File: src/rtl/lpb_defs.svh
// Register offsets, reset values and timing counts of the LED intensity and blink block.
`ifndef LPB_DEFS_SVH
`define LPB_DEFS_SVH

`define LPB_ADDR_PHASE0_LO      8'h02
`define LPB_ADDR_PHASE0_HI      8'h03
`define LPB_ADDR_PHASE1_LO      8'h0A
`define LPB_ADDR_PHASE1_HI      8'h0B
`define LPB_ADDR_MASTER         8'h0E
`define LPB_ADDR_INTENSITY_BASE 8'h10
`define LPB_ADDR_INTENSITY_LAST 8'h17

`define LPB_MASTER_FIELD_MSB    7
`define LPB_MASTER_FIELD_LSB    4
`define LPB_DUTY_FIELD_MSB      3
`define LPB_DUTY_FIELD_LSB      0
`define LPB_DUTY_STATIC         4'h0F

`define LPB_RST_PHASE           16'hFFFF
`define LPB_RST_MASTER          8'h00
`define LPB_RST_INTENSITY       8'h00
`define LPB_RST_READ            8'h00

`define LPB_CLK_HZ              20000000
`define LPB_OSC_HZ              32000
`define LPB_TICK_CYCLES         (`LPB_CLK_HZ / `LPB_OSC_HZ)
`define LPB_SLOTS_PER_PERIOD    4'h0F
`define LPB_CYCLES_PER_SLOT     5'h10

`endif

File: src/rtl/lpb_pkg.sv
// Types shared by the LED intensity and blink block.
package lpb_pkg;

    typedef struct packed {
        logic       valid;
        logic       write;
        logic [7:0] addr;
        logic [7:0] wdata;
    } lpb_reg_req_s;

    typedef struct packed {
        logic       valid;
        logic [7:0] rdata;
    } lpb_reg_rsp_s;

    typedef struct packed {
        logic             global_en;
        logic             blink_en;
        logic             blink_flip;
        logic             extra_phase0;
        logic             extra_phase1;
    } lpb_cfg_s;

    typedef struct packed {
        logic [15:0]      phase0;
        logic [15:0]      phase1;
        logic [7:0]       master;
        logic [7:0][7:0]  intensity;
        logic [9:0]       tick_cnt;
        logic [3:0]       slot;
        logic [3:0]       cyc;
        logic             blink_meta;
        logic             blink_sync;
        lpb_reg_rsp_s     rsp;
        logic [16:0]      pin_oe;
    } lpb_state_s;

endpackage

File: src/rtl/lpb_pwm.sv
// Register bank, 240-step intensity timing and blink selection for 17 open-drain outputs.
`timescale 1ns/1ps
`include "lpb_defs.svh"

module lpb_pwm #(
    parameter int TICK_CYCLES = `LPB_TICK_CYCLES
)
(
    input  wire logic              clk_sys,
    input  wire logic              rst,
    input  wire logic              ce,
    input  wire lpb_pkg::lpb_reg_req_s req,
    output lpb_pkg::lpb_reg_rsp_s  rsp,
    input  wire lpb_pkg::lpb_cfg_s cfg,
    input  wire logic              blink_pin,
    output logic [15:0]            port_pin_out,
    output logic [15:0]            port_pin_oe,
    output logic                   extra_output_out,
    output logic                   extra_output_oe
);

    ////////////////////////////////////////////////////////////////////////////////////////
    // Parameter checks.

    // The step counter is ten bits wide, so a longer tick cannot be counted.
    if (TICK_CYCLES < 1 || TICK_CYCLES > 1024)
    begin : gen_bad_tick
        $error("TICK_CYCLES must lie between 1 and 1024.");
    end

    localparam logic [9:0] TICK_LAST = 10'(TICK_CYCLES - 1);

    lpb_pkg::lpb_state_s state;
    lpb_pkg::lpb_state_s next_state;

    ////////////////////////////////////////////////////////////////////////////////////////
    // Intensity decode.

    logic [3:0]  master_field;
    logic [3:0]  extra_duty;
    logic        modulation_on;
    logic        active_phase;
    logic        slot_gated;
    logic [16:0] next_level;
    logic        step_tick;

    assign master_field  = state.master[`LPB_MASTER_FIELD_MSB:`LPB_MASTER_FIELD_LSB];
    assign extra_duty    = state.master[`LPB_DUTY_FIELD_MSB:`LPB_DUTY_FIELD_LSB];
    // A zero master field stops all modulation and makes every output static.
    assign modulation_on = (master_field != 4'h0);
    // The pin is only read after the second synchroniser stage.
    assign active_phase  = cfg.blink_en & (cfg.blink_flip ^ state.blink_sync);
    assign slot_gated    = (state.slot < master_field);
    assign step_tick     = modulation_on && (state.tick_cnt == TICK_LAST);

    genvar g;
    generate
        for (g = 0; g < 17; g++)
        begin : gen_out
            logic [3:0] own_duty;
            logic [3:0] duty;
            logic       bit0;
            logic       bit1;
            logic       level_bit;
            logic       on_time;

            if (g < 16)
            begin : gen_port
                // Even outputs sit in the low nibble, odd outputs in the high nibble.
                assign own_duty = state.intensity[g / 2][(g % 2) * 4 +: 4];
                assign bit0     = state.phase0[g];
                assign bit1     = state.phase1[g];
            end
            else
            begin : gen_extra
                assign own_duty = extra_duty;
                assign bit0     = cfg.extra_phase0;
                assign bit1     = cfg.extra_phase1;
            end

            // Global control swaps in the shared nibble for every output.
            assign duty      = cfg.global_en ? extra_duty : own_duty;
            assign level_bit = active_phase ? bit1 : bit0;
            // On-time covers cycles 0..duty, so setting n gives n+1 sixteenths.
            assign on_time   = slot_gated && (state.cyc <= duty);

            always_comb
            begin
                if (!modulation_on || duty == `LPB_DUTY_STATIC)
                begin
                    next_level[g] = level_bit;
                end
                else
                begin
                    // Outside the on-time the output shows the inverse level.
                    next_level[g] = on_time ? level_bit : ~level_bit;
                end
            end
        end
    endgenerate

    ////////////////////////////////////////////////////////////////////////////////////////
    // Next-state logic.

    always_comb
    begin
        next_state = state;

        // The pin is asynchronous, so it passes two flip-flops first.
        next_state.blink_meta = blink_pin;
        next_state.blink_sync = state.blink_meta;

        // Timing counters are frozen at zero while modulation is off, like a stopped
        // oscillator; a nonzero master value written while the field is zero therefore starts at slot 0.
        if (!modulation_on)
        begin
            next_state.tick_cnt = 10'h000;
            next_state.slot     = 4'h0;
            next_state.cyc      = 4'h0;
        end
        else if (step_tick)
        begin
            next_state.tick_cnt = 10'h000;
            if (state.cyc == 4'(`LPB_CYCLES_PER_SLOT - 5'h01))
            begin
                next_state.cyc = 4'h0;
                if (state.slot == `LPB_SLOTS_PER_PERIOD - 4'h1)
                begin
                    next_state.slot = 4'h0;
                end
                else
                begin
                    next_state.slot = state.slot + 4'h1;
                end
            end
            else
            begin
                next_state.cyc = state.cyc + 4'h1;
            end
        end
        else
        begin
            next_state.tick_cnt = state.tick_cnt + 10'h001;
        end

        // Register writes; unmapped addresses are ignored.
        if (req.valid && req.write)
        begin
            unique case (req.addr)
                `LPB_ADDR_PHASE0_LO: next_state.phase0[7:0]  = req.wdata;
                `LPB_ADDR_PHASE0_HI: next_state.phase0[15:8] = req.wdata;
                `LPB_ADDR_PHASE1_LO: next_state.phase1[7:0]  = req.wdata;
                `LPB_ADDR_PHASE1_HI: next_state.phase1[15:8] = req.wdata;
                `LPB_ADDR_MASTER:    next_state.master       = req.wdata;
                default:
                begin
                    if (req.addr >= `LPB_ADDR_INTENSITY_BASE &&
                        req.addr <= `LPB_ADDR_INTENSITY_LAST)
                    begin
                        next_state.intensity[req.addr[2:0]] = req.wdata;
                    end
                end
            endcase
        end

        // Reads answer one cycle later; unmapped addresses read as zero.
        next_state.rsp.valid = req.valid && !req.write;
        next_state.rsp.rdata = `LPB_RST_READ;
        if (req.valid && !req.write)
        begin
            unique case (req.addr)
                `LPB_ADDR_PHASE0_LO: next_state.rsp.rdata = state.phase0[7:0];
                `LPB_ADDR_PHASE0_HI: next_state.rsp.rdata = state.phase0[15:8];
                `LPB_ADDR_PHASE1_LO: next_state.rsp.rdata = state.phase1[7:0];
                `LPB_ADDR_PHASE1_HI: next_state.rsp.rdata = state.phase1[15:8];
                `LPB_ADDR_MASTER:    next_state.rsp.rdata = state.master;
                default:
                begin
                    if (req.addr >= `LPB_ADDR_INTENSITY_BASE &&
                        req.addr <= `LPB_ADDR_INTENSITY_LAST)
                    begin
                        next_state.rsp.rdata = state.intensity[req.addr[2:0]];
                    end
                end
            endcase
        end

        // Open drain: a high level releases the pin, a low level sinks current.
        next_state.pin_oe = ~next_level;
    end

    ////////////////////////////////////////////////////////////////////////////////////////
    // State register.

    always_ff @(posedge clk_sys)
    begin
        if (rst)
        begin
            state.phase0     <= `LPB_RST_PHASE;
            state.phase1     <= `LPB_RST_PHASE;
            state.master     <= `LPB_RST_MASTER;
            state.intensity  <= {8{`LPB_RST_INTENSITY}};
            state.tick_cnt   <= 10'h000;
            state.slot       <= 4'h0;
            state.cyc        <= 4'h0;
            state.blink_meta <= 1'b0;
            state.blink_sync <= 1'b0;
            state.rsp        <= '0;
            state.pin_oe     <= 17'h0_0000;
        end
        else if (ce)
        begin
            state <= next_state;
        end
    end

    ////////////////////////////////////////////////////////////////////////////////////////
    // Outputs.

    assign rsp                  = state.rsp;
    assign port_pin_out         = 16'h0000;
    assign port_pin_oe          = state.pin_oe[15:0];
    assign extra_output_out     = 1'b0;
    assign extra_output_oe      = state.pin_oe[16];

endmodule

File: config.mk
export PLATFORM = sky130hd
export DESIGN_NAME = lpb_pwm
export DESIGN_NICKNAME = d
export VERILOG_FILES = /design/src/rtl/lpb_pkg.sv /design/src/rtl/lpb_pwm.sv
export VERILOG_INCLUDE_DIRS = /design/src /design/src/rtl
export SDC_FILE = /design/constraint.sdc
export NUM_CORES = 1
export LEC_CHECK = 0
export BUFFER_PORTS_ARGS = -buffer_cell sky130_fd_sc_hd__buf_4
export CAP_MARGIN = 15
export CORE_ASPECT_RATIO = 0.8
export CORE_MARGIN = 2
export CORE_UTILIZATION = 45
export DETAILED_ROUTE_END_ITERATION = 8
export PLACE_DENSITY = 0.67
export SLEW_MARGIN = 20
export SYNTH_ARGS = -nofsm -noshare
export SYNTH_HDL_FRONTEND = slang
export SYNTH_SLANG_ARGS = --single-unit
File: constraint.sdc
create_clock -name clk_sys -period 3.5 [get_ports clk_sys]
set_clock_uncertainty 0.05 [all_clocks]
set_input_delay 0.525 -clock clk_sys [delete_from_list [all_inputs] [get_ports clk_sys]]
set_output_delay 0.525 -clock clk_sys [all_outputs]
set_load 0.01 [all_outputs]
Word level (Yosys, flattened, before mapping)

Index checks and enable logic that the tools add are counted.
Widths: inputs -> output; s select.

Word-level logic and storage cells: 226
Flip-flop bits (word level): 150
Input bits: 27

Muxes and demuxes: 81
Reduce and logical (&&, ||, !) cells: 51
Bitwise gates (word level): 21
$add $sub $neg: 3
$lt $le $gt $ge: 22
Equality and inequality tests: 27

Operators by type and width:

| kind                  | count |
|---|---|
| $eq 4x4->1 const B    | 19 |
| $mux 4                | 19 |
| $le 4x4->1            | 17 |
| $bwmux 64             | 1 |
| $mux 1                | 51 |
| $mux 8                | 5 |
| $pmux 8 s5            | 1 |
| $bmux 8 s3            | 1 |
| $demux 8 s3           | 1 |
| $eq 8x4->1 const B    | 3 |
| $logic_and 1x1->1     | 22 |
| $mux 18               | 1 |
| $not 1->1             | 18 |
| $reduce_and 3->1      | 6 |
| $logic_or 1x1->1      | 17 |
| $not 17->17           | 1 |
| $eq 8x2->1 const B    | 2 |
| $add 10x1->10 const B | 1 |
| $eq 10x10->1 const B  | 1 |
| $mux 10               | 1 |
| $add 4x1->4 const B   | 2 |
| $ge 8x5->1 const B    | 1 |
| $le 8x5->1 const B    | 1 |
| $reduce_or 5->1       | 1 |
| 10 further kinds      | 12 |

Logic depth before layout (Yosys ltp)

Depth in word-level cells: 7
Gate-level depth with buffers: 14

Worst setup path after synthesis

Ideal clock, no wire load.

Kind: input-to-reg
Start: in cfg[4] in the netlist's numbering
End: reg state, in the netlist port_pin_oe[3]
Required time: 3.359 ns
Arrival time: 3.045 ns
Slack: 0.314 ns
Cell stages on the path: 13
Path through: buf_2 -> inv_2 -> clkbuf_1 -> buf_1 -> nor2_1 -> clkbuf_1 -> nor2_1 -> ha_1 -> a21oi_1 -> o21ai_0 -> a21oi_1 -> or4_1 -> a311oi_1

Cells in the longest elaborated chain, start to end: 6
Elaborated cells between the ends (all ways): 8
Those cells by class: order compare (1); eq/ne (1); mux (3); bitwise (1); reduce/logical (2)

Ends and longest elaborated chain:

| what                 | line           | RTL |
|---|---|---|
| from (decl)          | lpb_pwm.sv:14  | `input wire lpb_pkg::lpb_cfg_s cfg,` |
| $mux 4 *             | lpb_pwm.sv:82  | `assign duty = cfg.global_en ? extra_duty : own_duty;` |
| $le 4x4->1           | lpb_pwm.sv:85  | `assign on_time = slot_gated && (state.cyc <= duty);` |
| $logic_and 1x1->1    | lpb_pwm.sv:85  |  |
| $mux 1               | lpb_pwm.sv:96  | `next_level[g] = on_time ? level_bit : ~level_bit;` |
| $mux 1 *             | lpb_pwm.sv:89  | `` if (!modulation_on \|\| duty == `LPB_DUTY_STATIC) `` |
| $not 17->17 *        | lpb_pwm.sv:189 | `next_state.pin_oe = ~next_level;` |
| to (signal assigned) | lpb_pwm.sv:213 | `state <= next_state;` |
| to (decl)            | lpb_pwm.sv:33  | `lpb_pkg::lpb_state_s state;` |

Every way passes the cells marked *; elsewhere a longest branch is shown, timed or not.
A chain may end at the register's enable or synchronous reset.

Worst setup path after layout

Start: reg state, in the netlist master_field[2]
End: reg state, in the netlist port_pin_oe[3]

Cells in the longest elaborated chain, start to end: 5
Elaborated cells between the ends (all ways): 8
Those cells by class: order compare (1); mux (2); bitwise (1); reduce/logical (4)

Ends and longest elaborated chain:

| what                                                        | line |
|---|---|
| $lt 4x4->1 / $reduce_bool 4->1 (equally long branches)      | lpb_pwm.sv:53, lpb_pwm.sv:50 |
| $logic_and 1x1->1 / $logic_not 1->1 (equally long branches) | -- |
| $mux 1 / $logic_or 1x1->1 (equally long branches)           | -- |
| $mux 1 *                                                    | lpb_pwm.sv:89 |
| $not 17->17 *                                               | lpb_pwm.sv:189 |

Marks and branches as above.

==> impl_metrics.json <==
{
  "yosysSeqAreaShare_pct": 30.6,
  "pwr-share-comb_pct": 7.5,
  "wire_per_inst_um": 21.1,
  "power.density_nw_per_um2": 364,
  "cp.required_ns": 3.78,
  "synth-seq-cells": 150,
  "synthMuxAreaShare_pct": 11.3,
  "post_synth_xor_area_fraction_pct": 1.34,
  "start_util_pct": 45.6,
  "drv_slew": 0,
  "dieArea_um2": 23000,
  "netlist_top_cells_count": "150 x dfxtp_1, 130 x nor2_1, 125 x a21oi_1",
  "timing.final.ws_setup_ns": 0.698,
  "arrival_ns": 3.08,
  "startpoint_type": "flop",
  "coreArea_um2": 21500,
  "grt_pass1_vias": 7904,
  "p_clk_share_pct": 48.5,
  "cap_violations": 0,
  "clock_latency_ns": 0.43,
  "grt_usage_pct": 27.5,
  "grt_pass1_wl_um": 48000,
  "yosys.area_share.simple_pct": 22.0,
  "cp_max_fo": 9,
  "layout_min_cycle_time_ns": 2.80,
  "yosysTopAreaCell": "dfxtp_1",
  "rows": 48,
  "setup_tns_ns": 0,
  "wl_um": 31500,
  "end_kind": "flop",
  "synth_compound_area_share_pct": 17.0,
  "outcome": "complete, no violations",
  "hold_ws_ns": 0.290,
  "synth_top_family_by_area": "simple AND/OR/NAND/NOR gates",
  "netlist_area_um2": 9810,
  "finalHoldViolCount": 0,
  "rsz0062_at_grt": "no",
  "ios": 70,
  "yosys_warnings": 0,
  "area_growth_pct": 10.0,
  "die_h_um": 136,
  "grt-ovfl-total": 0,
  "diodes": 0,
  "synth-edff-count": 0,
  "max-clock-path-buffers": 2,
  "hold_path_class": "input port to flop",
  "drive_gt1_share_pct": 11.6,
  "setup_violations": 0,
  "crit_type": "flop to flop",
  "grt_max_degree": 71,
  "hold_buffers": 0,
  "die_w_um": 169,
  "firstDrtPassIters": 6,
  "synth_top_cells_by_area": "dfxtp_1 31%, ha_1 9.7%, mux2i_1 8.9%",
  "syn_area_per_cell_um2": 8.09,
  "leakage_nw": 4.18,
  "p_sw_share_pct": 26.1,
  "crit_path_top_delay_cell": "a21oi_2",
  "ir_drop_mv": 0.271,
  "critPathBufInv": 2,
  "ys_async_sr_fraction_pct": 0,
  "antenna_left": 0,
  "cts_buffers": 17,
  "tightest_slew_ns": 1.12,
  "htreeDepth": 4,
  "clk_pin_slew_ns": 0.06,
  "fin_crit_sh_pct": 80.1,
  "cts-resized-gates": 0,
  "route.detailed.drc": 0,
  "cts_tree": "built",
  "synth_adder_area_share_pct": 9.69,
  "ys.flop_type": "dfxtp_1",
  "p_seq_share_pct": 43.9,
  "synth_top_area_share_pct": 30.6,
  "dpl.hpwl_um": 23000,
  "viasPerCell": 5.99,
  "ys_types": 56,
  "clock-sinks": 150,
  "max-slew-margin-rel_pct": 25.3,
  "clock.fmax_mhz": 357,
  "p_int_mw": 2.91,
  "cts_setup_buffers": 0,
  "max_stage_delay_ns": 0.56,
  "place_ws_ns": 0.640,
  "gp_congestion": 0.974,
  "crit_family": "compound AO/OA/AOI/OAI gates",
  "layout.nets": 1309,
  "drt_iter0_drc": 1245,
  "post_synth_inst_count": 1213,
  "yosysMostFrequentCell": "dfxtp_1",
  "p_sw_mw": 1.03,
  "path_cells": "inv_1 > ha_1 > o21ai_0 > a21oi_2 > buf_4 > a21oi_1 > or4_1 > a311oi_1",
  "vias": 8944,
  "cts_root_buf": "clkbuf_16",
  "grt_antenna_before_repair": 0,
  "portBuffers": 52
}
==> through the flow <==
step                cell area, µm²  instances  utilization (%)  power, mW
floorplan                     9870       1229                -       1.98
global placement             10200       1462             47.4       2.06
detailed placement           10200       1462             47.4       2.06
CTS                          10800       1493             50.2       3.93
global route                 10800       1493             50.2       4.03
finish                       10800       1493             50.2       3.93
==> power by group through the flow <==
stage	Combinational [mW]	Clock [mW]	Sequential (mW)
floorplan	0.214	0	1.76
global placement	0.289	0	1.77
detailed placement	0.290	0	1.77
CTS	0.291	1.92	1.73
global route	0.317	1.99	1.73
finish	0.296	1.91	1.73
==> logic make-up after synthesis <==
logic type	count (synthesis)
AOI/OAI and AO/OA	274
xor gates and xnor gates	15
adders and majority gates	76
buffers and inverters	163
DFF	150
muxes	104
other	1
and+or+nand+nor	430
==> state kept, by name, indices dropped and copies added, names as in the netlist <==
| register | count |
|---|---|
| gen_out.own_duty | 64 |
| state | 19 |
| gen_out.bit0 | 16 |
| gen_out.bit1 | 16 |
| port_pin_oe | 16 |
| rsp | 9 |
| extra_duty | 4 |
| master_field | 4 |
| extra_output_oe | 1 |
| next_state | 1 |
==> worst min-delay path, cell delays in order <==
cell     delay [ns]
buf_4          0.08
mux2i_1        0.06
nor2_1         0.07
==> placed cells by master, fill, tap and decap left out, types with 9 or more instances in the layout <==
cell,netlist,layout
a21oi_1,125,125
o22ai_1,10,10
nand2_1,106,106
a311oi_1,18,18
buf_4,43,77
nor2_1,130,130
nor2b_1,41,41
nand3b_1,18,18
mux2i_1,87,87
dfxtp_1,150,150
inv_1,38,38
a22oi_1,15,15
o211ai_1,10,10
o31ai_1,12,12
o21ai_1,16,16
nand3_1,44,44
o21ai_0,33,33
xor2_1,11,11
a211o_1,16,16
nand4_1,15,15
clkbuf_16,0,17
mux2_2,13,13
or4_1,14,14
and3_1,9,9
ha_1,76,76
nand2b_1,20,20
conb_1,1,17
nor3_1,9,9
==> cell type report <==
class | instances | area (µm²)
tap | 275 | 344
clock inverter | 13 | 163
sequential | 150 | 3000
inverter | 43 | 161
clock buffer | 18 | 439
timing repair buffer | 78 | 598
multi-input combinational | 916 | 6090
fill | 2071 | 10700
==> worst paths after layout <==
path | start | to | slack (ns) | depth (start not counted)
worst max-delay path | master_field[2]$_SDFFE_PP0P_ | port_pin_oe[3]$_SDFFE_PP0P_ | 0.70 | 8
worst min-delay path | blink_pin | next_state[26]$_SDFFE_PP0P_ | 0.29 | 3
worst max register to register | master_field[2]$_SDFFE_PP0P_ | port_pin_oe[3]$_SDFFE_PP0P_ | 0.70 | 8
worst min register to register | extra_output_oe$_SDFFE_PP0P_ | extra_output_oe$_SDFFE_PP0P_ | 0.42 | 2
==> layer usage <==
metal	GRT usage, %	up-vias	part of all wire, %
li1	-	4262	-
met1	43.0	4216	49
met2	37.8	436	40
met3	7.13	30	11
met4	4.04	0	0.98
met5	0	-	0
Note: power is estimated with default switching activity, not from simulation.
